===== config.mk =====
export PLATFORM = sky130hd
export DESIGN_NAME = apf_filter_ctrl
export DESIGN_NICKNAME = d
export VERILOG_FILES = /design/src/logic/apf_pkg.sv /design/src/logic/apf_fifo.sv /design/src/logic/apf_filter_ctrl.sv
export VERILOG_INCLUDE_DIRS = /design/src /design/src/logic
export SDC_FILE = /design/constraint.sdc
export NUM_CORES = 1
export LEC_CHECK = 0
export ABC_CLOCK_PERIOD_IN_PS = 5300
export BUFFER_PORTS_ARGS = -buffer_cell sky130_fd_sc_hd__buf_2
export CELL_PAD_IN_SITES_DETAIL_PLACEMENT = 1
export CELL_PAD_IN_SITES_GLOBAL_PLACEMENT = 1
export CORE_MARGIN = 4
export CORE_UTILIZATION = 31
export CTS_CLUSTER_SIZE = 25
export DETAILED_ROUTE_END_ITERATION = 8
export PLACE_DENSITY = 0.66
export SETUP_SLACK_MARGIN = 0.02
export SYNTH_ARGS = -nofsm -noshare
export SYNTH_HDL_FRONTEND = slang
export SYNTH_SLANG_ARGS = --single-unit

===== constraint.sdc =====
create_clock -name pclk -period 5.3 [get_ports pclk]
set_input_delay 0.795 -clock pclk [delete_from_list [all_inputs] [get_ports pclk]]
set_output_delay 0.795 -clock pclk [all_outputs]
set_load 0.03 [all_outputs]

===== src/logic/apf_defines.svh =====
`ifndef APF_DEFINES_SVH
`define APF_DEFINES_SVH

// Register byte addresses
`define APF_ADDR_FILTER_CONFIG    16'h2044
`define APF_ADDR_RAW_RESULT       16'h2074
`define APF_ADDR_XFORM_REAL       16'h2078
`define APF_ADDR_XFORM_IMAG       16'h207C
`define APF_ADDR_NOTCH_RESULT     16'h2080
`define APF_ADDR_TEMP_RESULT      16'h2084
`define APF_ADDR_XFORM_CONFIG     16'h20D0
`define APF_ADDR_TEMP_CONFIG      16'h2174
`define APF_ADDR_CONV_CONFIG      16'h21A8
`define APF_ADDR_REPEAT_CTRL      16'h21F0
`define APF_ADDR_INBUF_CONFIG     16'h238C
`define APF_ADDR_AVG_CONTROL      16'h2200

// Reset values
`define APF_RST_FILTER_CONFIG     32'h0000_0301
`define APF_RST_XFORM_CONFIG      32'h0000_0090
`define APF_RST_REPEAT_CTRL       32'h0000_0160
`define APF_RST_INBUF_CONFIG      32'h005F_3D00
`define APF_RST_ZERO              32'h0000_0000

// Writable bits
`define APF_WMASK_FILTER_CONFIG   32'h0007_FFFF
`define APF_WMASK_AVG_CONTROL     32'h0000_0001
`define APF_WMASK_ALL             32'hFFFF_FFFF

// Field positions in the filter configuration register
`define APF_BIT_XFORM_GATE_N      18
`define APF_BIT_WAVEGEN_GATE_N    17
`define APF_BIT_NOTCH_GATE_N      16
`define APF_FLD_AVG_COUNT_HI      15
`define APF_FLD_AVG_COUNT_LO      14
`define APF_FLD_OSR1_HI           13
`define APF_FLD_OSR1_LO           12
`define APF_FLD_OSR2_HI           11
`define APF_FLD_OSR2_LO           8
`define APF_BIT_SINC3_OFF         6
`define APF_BIT_RATE_MODE         0

// Field position in the averaging control register
`define APF_BIT_AVG_ENABLE        0

`endif


===== src/logic/apf_pkg.sv =====
package apf_pkg;

    // Source feeding the transform engine input
    typedef enum logic {
        src_raw,
        src_avg
    } apf_src_t;

    // Register slots of the bank
    typedef enum logic [3:0] {
        idx_filter_config,
        idx_raw_result,
        idx_xform_real,
        idx_xform_imag,
        idx_notch_result,
        idx_temp_result,
        idx_xform_config,
        idx_temp_config,
        idx_conv_config,
        idx_repeat_ctrl,
        idx_inbuf_config,
        idx_avg_control,
        idx_none
    } apf_idx_t;

endpackage


===== src/logic/apf_fifo.sv =====
`timescale 1ns/1ps

// Shift-register FIFO: head word is always a flop, flags are registered
module apf_fifo #(
    parameter int WIDTH = 16,
    parameter int DEPTH = 4
) (
    input  wire logic             pclk,
    input  wire logic             presetn,
    input  wire logic             ce,
    input  wire logic             in_valid,
    output logic                  in_ready,
    input  wire logic [WIDTH-1:0] in_data,
    output logic                  out_valid,
    input  wire logic             out_ready,
    output logic [WIDTH-1:0]      out_data
);

    localparam int CW = $clog2(DEPTH + 1);

    // Elaboration check
    if (DEPTH < 2 || WIDTH < 1) begin : g_chk
        $error("apf_fifo needs DEPTH >= 2 and WIDTH >= 1");
    end

    logic [WIDTH-1:0] mem_r [DEPTH];  // Entry 0 is the head
    logic [CW-1:0]    cnt_r;          // Words held
    logic [CW-1:0]    cnt_nxt;
    logic             in_ready_r;
    logic             out_valid_r;

    wire push = ce & in_valid & in_ready_r;
    wire pop  = ce & out_ready & out_valid_r;

    // Count update from push and pop
    always_comb begin
        cnt_nxt = cnt_r;
        if (push && !pop) begin
            cnt_nxt = cnt_r + CW'(1);
        end else if (pop && !push) begin
            cnt_nxt = cnt_r - CW'(1);
        end
    end

    // Flags and count; ready drops only when really full
    always_ff @(posedge pclk or negedge presetn) begin
        if (!presetn) begin
            cnt_r       <= '0;
            in_ready_r  <= 1'b1;
            out_valid_r <= 1'b0;
        end else if (ce) begin
            cnt_r       <= cnt_nxt;
            in_ready_r  <= (cnt_nxt != CW'(DEPTH));
            out_valid_r <= (cnt_nxt != '0);
        end
    end

    // Storage: pop shifts toward the head, push lands behind the last word
    always_ff @(posedge pclk or negedge presetn) begin
        if (!presetn) begin
            for (int i = 0; i < DEPTH; i++) begin
                mem_r[i] <= '0;
            end
        end else begin
            // Shift loop stops short of the tail so no index leaves the array
            for (int i = 0; i < DEPTH - 1; i++) begin
                if (pop) begin
                    mem_r[i] <= mem_r[i+1];
                end
            end
            // Push comes later in the block, so it wins over the shift
            for (int i = 0; i < DEPTH; i++) begin
                if (push && CW'(i) == (pop ? cnt_r - CW'(1) : cnt_r)) begin
                    mem_r[i] <= in_data;
                end
            end
        end
    end

    assign in_ready  = in_ready_r;
    assign out_valid = out_valid_r;
    assign out_data  = mem_r[0];

endmodule // apf_fifo


===== src/logic/apf_filter_ctrl.sv =====
`timescale 1ns/1ps
`include "apf_defines.svh"

module apf_filter_ctrl
    import apf_pkg::*;
#(
    parameter int ADDR_W   = 16,
    parameter int SAMPLE_W = 16,
    parameter int FIFO_D   = 4
) (
    input  wire logic                pclk,
    input  wire logic                presetn,
    input  wire logic                ce,
    input  wire logic                psel,
    input  wire logic                penable,
    input  wire logic                pwrite,
    input  wire logic [ADDR_W-1:0]   paddr,
    input  wire logic [31:0]         pwdata,
    output logic [31:0]              prdata,
    output logic                     pready,
    output logic                     pslverr,
    input  wire logic                sample_valid,
    input  wire logic [SAMPLE_W-1:0] sample_data,
    output logic                     sample_ready,
    output logic                     xform_valid,
    input  wire logic                xform_ready,
    output logic [SAMPLE_W-1:0]      xform_data,
    output logic                     xform_src_avg,
    output logic                     transform_clk_en,
    output logic                     wavegen_clk_en,
    output logic                     notch_filter_clk_en,
    output logic                     first_stage_enable,
    output logic                     first_stage_rate_mode,
    output logic [2:0]               first_stage_oversample_rate,
    output logic [9:0]               second_stage_oversample_count
);

    localparam int NREG  = 12;
    localparam int SUM_W = SAMPLE_W + 4;

    // Elaboration check: addresses need 14 bits at least
    if (ADDR_W < 14 || SAMPLE_W < 1 || FIFO_D < 2) begin : g_chk
        $error("apf_filter_ctrl parameters out of range");
    end

    // Byte address to register slot
    function automatic apf_idx_t addr_to_idx(input logic [15:0] a);
        case (a)
            `APF_ADDR_FILTER_CONFIG: addr_to_idx = idx_filter_config;
            `APF_ADDR_RAW_RESULT:    addr_to_idx = idx_raw_result;
            `APF_ADDR_XFORM_REAL:    addr_to_idx = idx_xform_real;
            `APF_ADDR_XFORM_IMAG:    addr_to_idx = idx_xform_imag;
            `APF_ADDR_NOTCH_RESULT:  addr_to_idx = idx_notch_result;
            `APF_ADDR_TEMP_RESULT:   addr_to_idx = idx_temp_result;
            `APF_ADDR_XFORM_CONFIG:  addr_to_idx = idx_xform_config;
            `APF_ADDR_TEMP_CONFIG:   addr_to_idx = idx_temp_config;
            `APF_ADDR_CONV_CONFIG:   addr_to_idx = idx_conv_config;
            `APF_ADDR_REPEAT_CTRL:   addr_to_idx = idx_repeat_ctrl;
            `APF_ADDR_INBUF_CONFIG:  addr_to_idx = idx_inbuf_config;
            `APF_ADDR_AVG_CONTROL:   addr_to_idx = idx_avg_control;
            default:                 addr_to_idx = idx_none;
        endcase
    endfunction

    // Reset value per slot
    function automatic logic [31:0] reset_of(input int i);
        case (i)
            int'(idx_filter_config): reset_of = `APF_RST_FILTER_CONFIG;
            int'(idx_xform_config):  reset_of = `APF_RST_XFORM_CONFIG;
            int'(idx_repeat_ctrl):   reset_of = `APF_RST_REPEAT_CTRL;
            int'(idx_inbuf_config):  reset_of = `APF_RST_INBUF_CONFIG;
            default:                 reset_of = `APF_RST_ZERO;
        endcase
    endfunction

    // Writable bits per slot
    function automatic logic [31:0] wmask_of(input apf_idx_t i);
        case (i)
            idx_filter_config: wmask_of = `APF_WMASK_FILTER_CONFIG;
            idx_avg_control:   wmask_of = `APF_WMASK_AVG_CONTROL;
            default:           wmask_of = `APF_WMASK_ALL;
        endcase
    endfunction

    // First-stage oversampling rate from its code
    function automatic logic [2:0] osr1_of(input logic [1:0] c);
        case (c)
            2'h0:    osr1_of = 3'h5;
            2'h1:    osr1_of = 3'h4;
            2'h2:    osr1_of = 3'h2;
            default: osr1_of = 3'h5;
        endcase
    endfunction

    // Second-stage sample count; unused codes clamp to the largest count
    function automatic logic [9:0] osr2_of(input logic [3:0] c);
        case (c)
            4'h0:    osr2_of = 10'd22;
            4'h1:    osr2_of = 10'd44;
            4'h2:    osr2_of = 10'd89;
            4'h3:    osr2_of = 10'd178;
            4'h4:    osr2_of = 10'd267;
            4'h5:    osr2_of = 10'd533;
            4'h6:    osr2_of = 10'd640;
            4'h7:    osr2_of = 10'd667;
            4'h8:    osr2_of = 10'd800;
            default: osr2_of = 10'd889;
        endcase
    endfunction

    // Register bank and bus answer flops
    logic [31:0] regs_r [NREG];
    logic        pready_r;
    logic [31:0] prdata_r;
    logic        pslverr_r;

    // Bus decode
    wire         acc_phase  = psel & penable;
    wire         first_acc  = acc_phase & ~pready_r;
    wire         wr_commit  = acc_phase & pready_r & pwrite & ~pslverr_r;
    wire [15:0]  addr16     = 16'(paddr);
    wire         addr_align = (paddr[1:0] == 2'b00);
    apf_idx_t    sel_idx;
    assign sel_idx = addr_align ? addr_to_idx(addr16) : idx_none;
    wire         unmapped   = (sel_idx == idx_none);
    wire [31:0]  rd_word    = unmapped ? 32'h0000_0000 : regs_r[sel_idx];
    wire [31:0]  wr_mask    = wmask_of(sel_idx);

    // Field views of the configuration
    wire [31:0] fcfg        = regs_r[idx_filter_config];
    wire        avg_en      = regs_r[idx_avg_control][`APF_BIT_AVG_ENABLE];
    wire [1:0]  avg_code    = fcfg[`APF_FLD_AVG_COUNT_HI:`APF_FLD_AVG_COUNT_LO];

    // Averager state
    logic [SUM_W-1:0] acc_r;   // Running sum
    logic [3:0]       cnt_r;   // Samples already summed
    logic             avg_en_d_r; // Detects enable changes to restart
    wire  [3:0]       last_cnt  = 4'((5'd2 << avg_code) - 5'd1);
    wire              take      = ce & sample_valid & sample_ready;
    wire              avg_mode  = avg_en;
    wire  [SUM_W-1:0] sum_now   = acc_r + SUM_W'(sample_data);
    wire              avg_done  = avg_mode & (cnt_r == last_cnt);
    // Shift is three bits wide so that code 3 divides by 16 and does not wrap
    wire  [SAMPLE_W-1:0] avg_word = SAMPLE_W'(sum_now >> (3'(avg_code) + 3'd1));

    // FIFO write side: averages while averaging, raw samples otherwise
    wire                push_v    = sample_valid & (avg_mode ? avg_done : 1'b1);
    wire [SAMPLE_W-1:0] push_data = avg_mode ? avg_word : sample_data;
    logic               fifo_ready;

    // Gate and decode flops for the outputs
    logic       xform_en_r;
    logic       wave_en_r;
    logic       notch_en_r;
    logic       fs_en_r;
    logic       fs_mode_r;
    logic [2:0] osr1_r;
    logic [9:0] osr2_r;
    apf_src_t   src_r;

    // APB answer: one wait state, data and error registered with ready
    always_ff @(posedge pclk or negedge presetn) begin
        if (!presetn) begin
            pready_r  <= 1'b0;
            prdata_r  <= 32'h0000_0000;
            pslverr_r <= 1'b0;
        end else if (ce) begin
            pready_r  <= first_acc;
            pslverr_r <= first_acc & unmapped;
            if (first_acc && !pwrite) begin
                prdata_r <= rd_word;
            end
        end
    end

    // Register writes; the sample capture wins over a software write
    always_ff @(posedge pclk or negedge presetn) begin
        if (!presetn) begin
            for (int i = 0; i < NREG; i++) begin
                regs_r[i] <= reset_of(i);
            end
        end else if (ce) begin
            if (wr_commit) begin
                regs_r[sel_idx] <= pwdata & wr_mask;
            end
            if (take) begin
                regs_r[idx_raw_result] <= 32'(sample_data);
            end
        end
    end

    // Averager: restarts whenever averaging is switched
    always_ff @(posedge pclk or negedge presetn) begin
        if (!presetn) begin
            acc_r      <= '0;
            cnt_r      <= 4'h0;
            avg_en_d_r <= 1'b0;
        end else if (ce) begin
            avg_en_d_r <= avg_mode;
            if (avg_mode != avg_en_d_r || !avg_mode) begin
                acc_r <= '0;
                cnt_r <= 4'h0;
            end else if (take) begin
                if (avg_done) begin
                    acc_r <= '0;
                    cnt_r <= 4'h0;
                end else begin
                    acc_r <= sum_now;
                    cnt_r <= cnt_r + 4'h1;
                end
            end
        end
    end

    // Control outputs, registered from the configuration
    always_ff @(posedge pclk or negedge presetn) begin
        if (!presetn) begin
            xform_en_r <= 1'b1;
            wave_en_r  <= 1'b1;
            notch_en_r <= 1'b1;
            fs_en_r    <= 1'b1;
            fs_mode_r  <= 1'b1;
            osr1_r     <= 3'h5;
            osr2_r     <= 10'd178;
            src_r      <= src_raw;
        end else if (ce) begin
            xform_en_r <= ~fcfg[`APF_BIT_XFORM_GATE_N];
            wave_en_r  <= ~fcfg[`APF_BIT_WAVEGEN_GATE_N];
            notch_en_r <= ~fcfg[`APF_BIT_NOTCH_GATE_N];
            fs_en_r    <= ~fcfg[`APF_BIT_SINC3_OFF];
            fs_mode_r  <= fcfg[`APF_BIT_RATE_MODE];
            osr1_r     <= osr1_of(fcfg[`APF_FLD_OSR1_HI:`APF_FLD_OSR1_LO]);
            osr2_r     <= osr2_of(fcfg[`APF_FLD_OSR2_HI:`APF_FLD_OSR2_LO]);
            src_r      <= avg_mode ? src_avg : src_raw;
        end
    end

    // Four-word buffer between sample path and transform input;
    // a full buffer holds off new samples, so nothing is dropped
    apf_fifo #(
        .WIDTH (SAMPLE_W),
        .DEPTH (FIFO_D)
    ) u_fifo (
        .pclk      (pclk),
        .presetn   (presetn),
        .ce        (ce),
        .in_valid  (push_v),
        .in_ready  (fifo_ready),
        .in_data   (push_data),
        .out_valid (xform_valid),
        .out_ready (xform_ready),
        .out_data  (xform_data)
    );

    // Sample intake stalls on a full buffer even mid-average, which
    // keeps the Nth sample from having nowhere to go
    assign sample_ready = fifo_ready;

    assign prdata                        = prdata_r;
    assign pready                        = pready_r;
    assign pslverr                       = pslverr_r;
    assign xform_src_avg                 = (src_r == src_avg);
    assign transform_clk_en              = xform_en_r;
    assign wavegen_clk_en                = wave_en_r;
    assign notch_filter_clk_en           = notch_en_r;
    assign first_stage_enable            = fs_en_r;
    assign first_stage_rate_mode         = fs_mode_r;
    assign first_stage_oversample_rate   = osr1_r;
    assign second_stage_oversample_count = osr2_r;

endmodule // apf_filter_ctrl


==> results.yml <==
sta:
  rsz0062_at_grt: "false"
  worst_pin_slew_ps: 1080
  fin_skew_ps: 18.5
  max_freq_mhz: 266
  tns_ps: 0
  period_needed_ps: 3760
  slew_headroom: 0.279
  min_period_over_period: 0.710
  timing.hold.ws_ps: 279
  maxSlewViolCount: 0
  hold_viol: 0
  setup_viol: 0
power_and_ir_drop:
  p_comb_frac: 0.181
  p_per_area_nw_per_um2: 374
  static-leakage-power_nw: 13.0
  sw_frac_of_total: 0.293
  p_clk_frac: 0.417
  share_seq_of_total_power: 0.402
  p_int_mw: 7.71
  switchingPower_mw: 3.19
  irDropWorstVdd_mv: 0.244
route:
  drc: 0
  firstDrtPassIters: 5
  wl_per_cell_um: 22.9
  vias_per_cell: 5.40
  routed_wl_mm: 88.3
  ant_nets: 0
  drt_first_iter_violations: 1354
  vias: 20803
global_routing:
  grt_overflow: 0
  antenna_found_initial: 1
  grt_pass1_vias: 22117
  track_usage: 0.204
  grt_max_degree: 120
  grt_pass1_wl_mm: 137
die:
  rows: 104
  ios: 143
  core_area_um2: 80700
  dieArea_um2: 86200
  floorplan.initialDensity: 0.313
  die_h_um: 294
  die_x_um: 294
clock_tree:
  clock_latency_ps: 620
  cts_sinks: 530
  numCtsBuffers: 58
  cts-root-buf: "clkbuf_16"
  cts_buffer_depth: 3
  cts_tree: "done"
  cts_resized: 0
  postCtsSetupBuffers: 0
  clk_pin_slew_ps: 60
  htreeDepth: 2
  ctsHoldBuffers: 0
logic_synthesis:
  ys_async_sr_fraction: 1.00
  ys.warnings.count: 0
  avgSynthCellArea_um2: 9.37
  yosysUniqueCellTypes: 86
  synth.yosys.seq_area_share: 0.526
  synth.net_count: 2798
  syn-cell-area_um2: 25300
  synth_seq_cells: 530
  synth_edf_count: 0
  syn_inst: 2698
  synth_ff_type: "dfrtp_1"
placed_design:
  port_buffers: 142
  hpwl_mm: 56.9
  gp_congestion: 0.842
  placed_area_um2: 27000
critical_path:
  cp.required_ps: 5860
  cp-start-kind: "input pin"
  rrSetupSlack_ps: 1580
  end_kind: "flip-flop"
  cp_max_fo: 29
  ff2ff_path_depth: 7
  r2r_end: "regs_r[318]$_DFFE_PN0P_"
  rr_startpoint: "pslverr$_DFFE_PN0P_"
  path_class: "input pin to flip-flop"
  cp.arrival_ps: 4320
final_layout:
  num_antenna_cells: 0
  seqCellArea_um2: 13300
  num-nets-final: 2843
  fin_area_um2: 29100
  drive_above_1_share: 0.153
  multiInputGateArea_um2: 10900
  nFillCells: 9294
  syn_to_final_growth_pct: 15.2
job:
  maxCapViolCount: 0
status:
  outcome: "finished clean"
hold_path:
  hold_class: "input pin to async pin"
## cell usage after synthesis, drive strengths merged, types with 4 or more instances
| cell | count | area share |
|---|---|---|
| a2111oi | 4 | 0.0021 |
| a211o | 7 | 0.0024 |
| a211oi | 51 | 0.015 |
| a21o | 10 | 0.0030 |
| a21oi | 68 | 0.014 |
| a221o | 4 | 0.0016 |
| a221oi | 9 | 0.0034 |
| a222oi | 5 | 0.0020 |
| a22o | 20 | 0.0069 |
| a22oi | 14 | 0.0042 |
| a31oi | 34 | 0.0084 |
| a32o | 21 | 0.0083 |
| a32oi | 6 | 0.0021 |
| and2 | 67 | 0.017 |
| and3 | 11 | 0.0027 |
| buf | 81 | 0.020 |
| clkbuf | 137 | 0.020 |
| dfrtp | 499 | 0.49 |
| dfstp | 31 | 0.032 |
| ha | 27 | 0.013 |
| inv | 28 | 0.0042 |
| mux2 | 15 | 0.0067 |
| mux2i | 78 | 0.031 |
| nand2 | 654 | 0.098 |
| nand2b | 5 | 0.0012 |
| nand3 | 100 | 0.020 |
| nand3b | 4 | 0.0012 |
| nand4 | 9 | 0.0025 |
| nor2 | 97 | 0.015 |
| nor2b | 44 | 0.011 |
| nor3 | 24 | 0.0056 |
| nor4 | 4 | 0.00099 |
| o211ai | 8 | 0.0026 |
| o21a | 9 | 0.0027 |
| o21ai | 393 | 0.078 |
| o221ai | 7 | 0.0024 |
| o22ai | 24 | 0.0059 |
| o2bb2ai | 4 | 0.0014 |
| o41ai | 20 | 0.012 |
| or2 | 4 | 0.00099 |
| or3 | 6 | 0.0015 |
| xnor2 | 11 | 0.0038 |
| xor2 | 9 | 0.0031 |
## per-stage QoR
step / setup slack [ps] / power [mW] / std cells / util
final: 1540 / 10.9 / 3851 / 0.361
after global routing: 1350 / 11.4 / 3851 / 0.361
after CTS: 1590 / 11.0 / 3851 / 0.361
after detailed placement: 966 / 6.39 / 3743 / 0.334
after global placement: 936 / 6.31 / 3743 / 0.334
after floorplan: 1900 / 5.76 / 2698 / -
## critical path: stages
cell	delay (ps)
buf_2	110
nor4b_4	440
nand2_1	190
nor3_2	200
buf_4	490
nor2_1	340
a21oi_2	780
o221ai_1	270
a221oi_1	450
a22o_1	200
## cell usage in the layout (no fill, tap or decap), types with 8 or more instances in the layout
master / instances
and3_1: 11
a211oi_1: 49
o21ai_1: 16
dfrtp_1: 499
nor3_1: 18
a31oi_1: 34
bufinv_16: 12
xnor2_1: 11
dfstp_2: 31
o22ai_1: 24
buf_2: 141
nor2b_1: 43
nand2_1: 632
ha_1: 27
buf_4: 50
a221oi_1: 8
o41ai_2: 17
mux2_2: 15
nand2_2: 22
a22oi_1: 14
a22o_1: 20
a21oi_1: 66
clkbuf_16: 58
mux2i_1: 78
nand3_1: 97
a21o_1: 10
inv_1: 26
o21a_1: 9
nor2_1: 94
nand4_1: 8
a32o_1: 21
o21ai_0: 377
clkinv_2: 13
and2_1: 67
buf_12: 11
xor2_1: 9
clkbuf_8: 13
## metal layers
metal | part of all wire | up-vias | GRT usage
met5 | 0.0014 | - | 0.0116
met4 | 0.037 | 2 | 0.0703
met3 | 0.054 | 158 | 0.0403
met2 | 0.46 | 484 | 0.328
met1 | 0.45 | 10681 | 0.275
li1 | - | 9478 | -
## flip-flops by register name (all words and copies together), names as in the netlist, 3 cells and up
signal                         flops
second_stage_oversample_count     10
first_stage_oversample_rate        3
prdata                            32
cnt_r                              4
fcfg                              32
u_fifo.out_data                   16
acc_r                             20
u_fifo.mem_r                      48
u_fifo.cnt_r                       3
regs_r                           351
## power by group through the flow
stage | combinational [mW] | clock (mW) | sequential, mW
floorplan | 1.33 | 0 | 4.42
global placement | 1.87 | 0 | 4.44
detailed placement | 1.93 | 0 | 4.45
CTS | 1.96 | 4.63 | 4.38
global route | 2.17 | 4.82 | 4.41
finish | 1.97 | 4.54 | 4.38
## how the worst max path moves through the flow
stage                   startpoint                           end  slack (ps)
floorplan           sample_data[0]  u_fifo.mem_r[45]$_DFFE_PN0P_        1900
global placement         paddr[12]        prdata[26]$_DFFE_PN0P_         940
detailed placement       paddr[12]       regs_r[277]$_DFFE_PN0P_         970
CTS                      paddr[12]       regs_r[277]$_DFFE_PN0P_        1590
global route             paddr[12]       regs_r[277]$_DFFE_PN0P_        1350
finish                   paddr[12]        prdata[26]$_DFFE_PN0P_        1540
## cell families (layout without fill, tap and decap cells)
| kind of cell | after synthesis | count (layout) | share of synthesized area |
|---|---|---|---|
| AND/OR/NAND/NOR | 1041 | 1041 | 0.182 |
| buffers and inverters | 246 | 339 | 0.0448 |
| XOR/XNOR | 20 | 20 | 0.00693 |
| adder cells (fa/ha/maj) | 28 | 28 | 0.0142 |
| flip-flops | 530 | 530 | 0.526 |
| AO/OA/AOI/OAI | 737 | 737 | 0.185 |
| multiplexers | 96 | 96 | 0.0402 |
## cell type report
cell class | count | area share
clock buffer | 76 | 0.0567
clock inverter | 32 | 0.0168
inverter | 28 | 0.00361
multi-input combinational | 1922 | 0.375
sequential | 530 | 0.457
tap | 1060 | 0.0456
timing repair buffer | 203 | 0.0452
No activity file was read; power rests on OpenSTA's default activity.
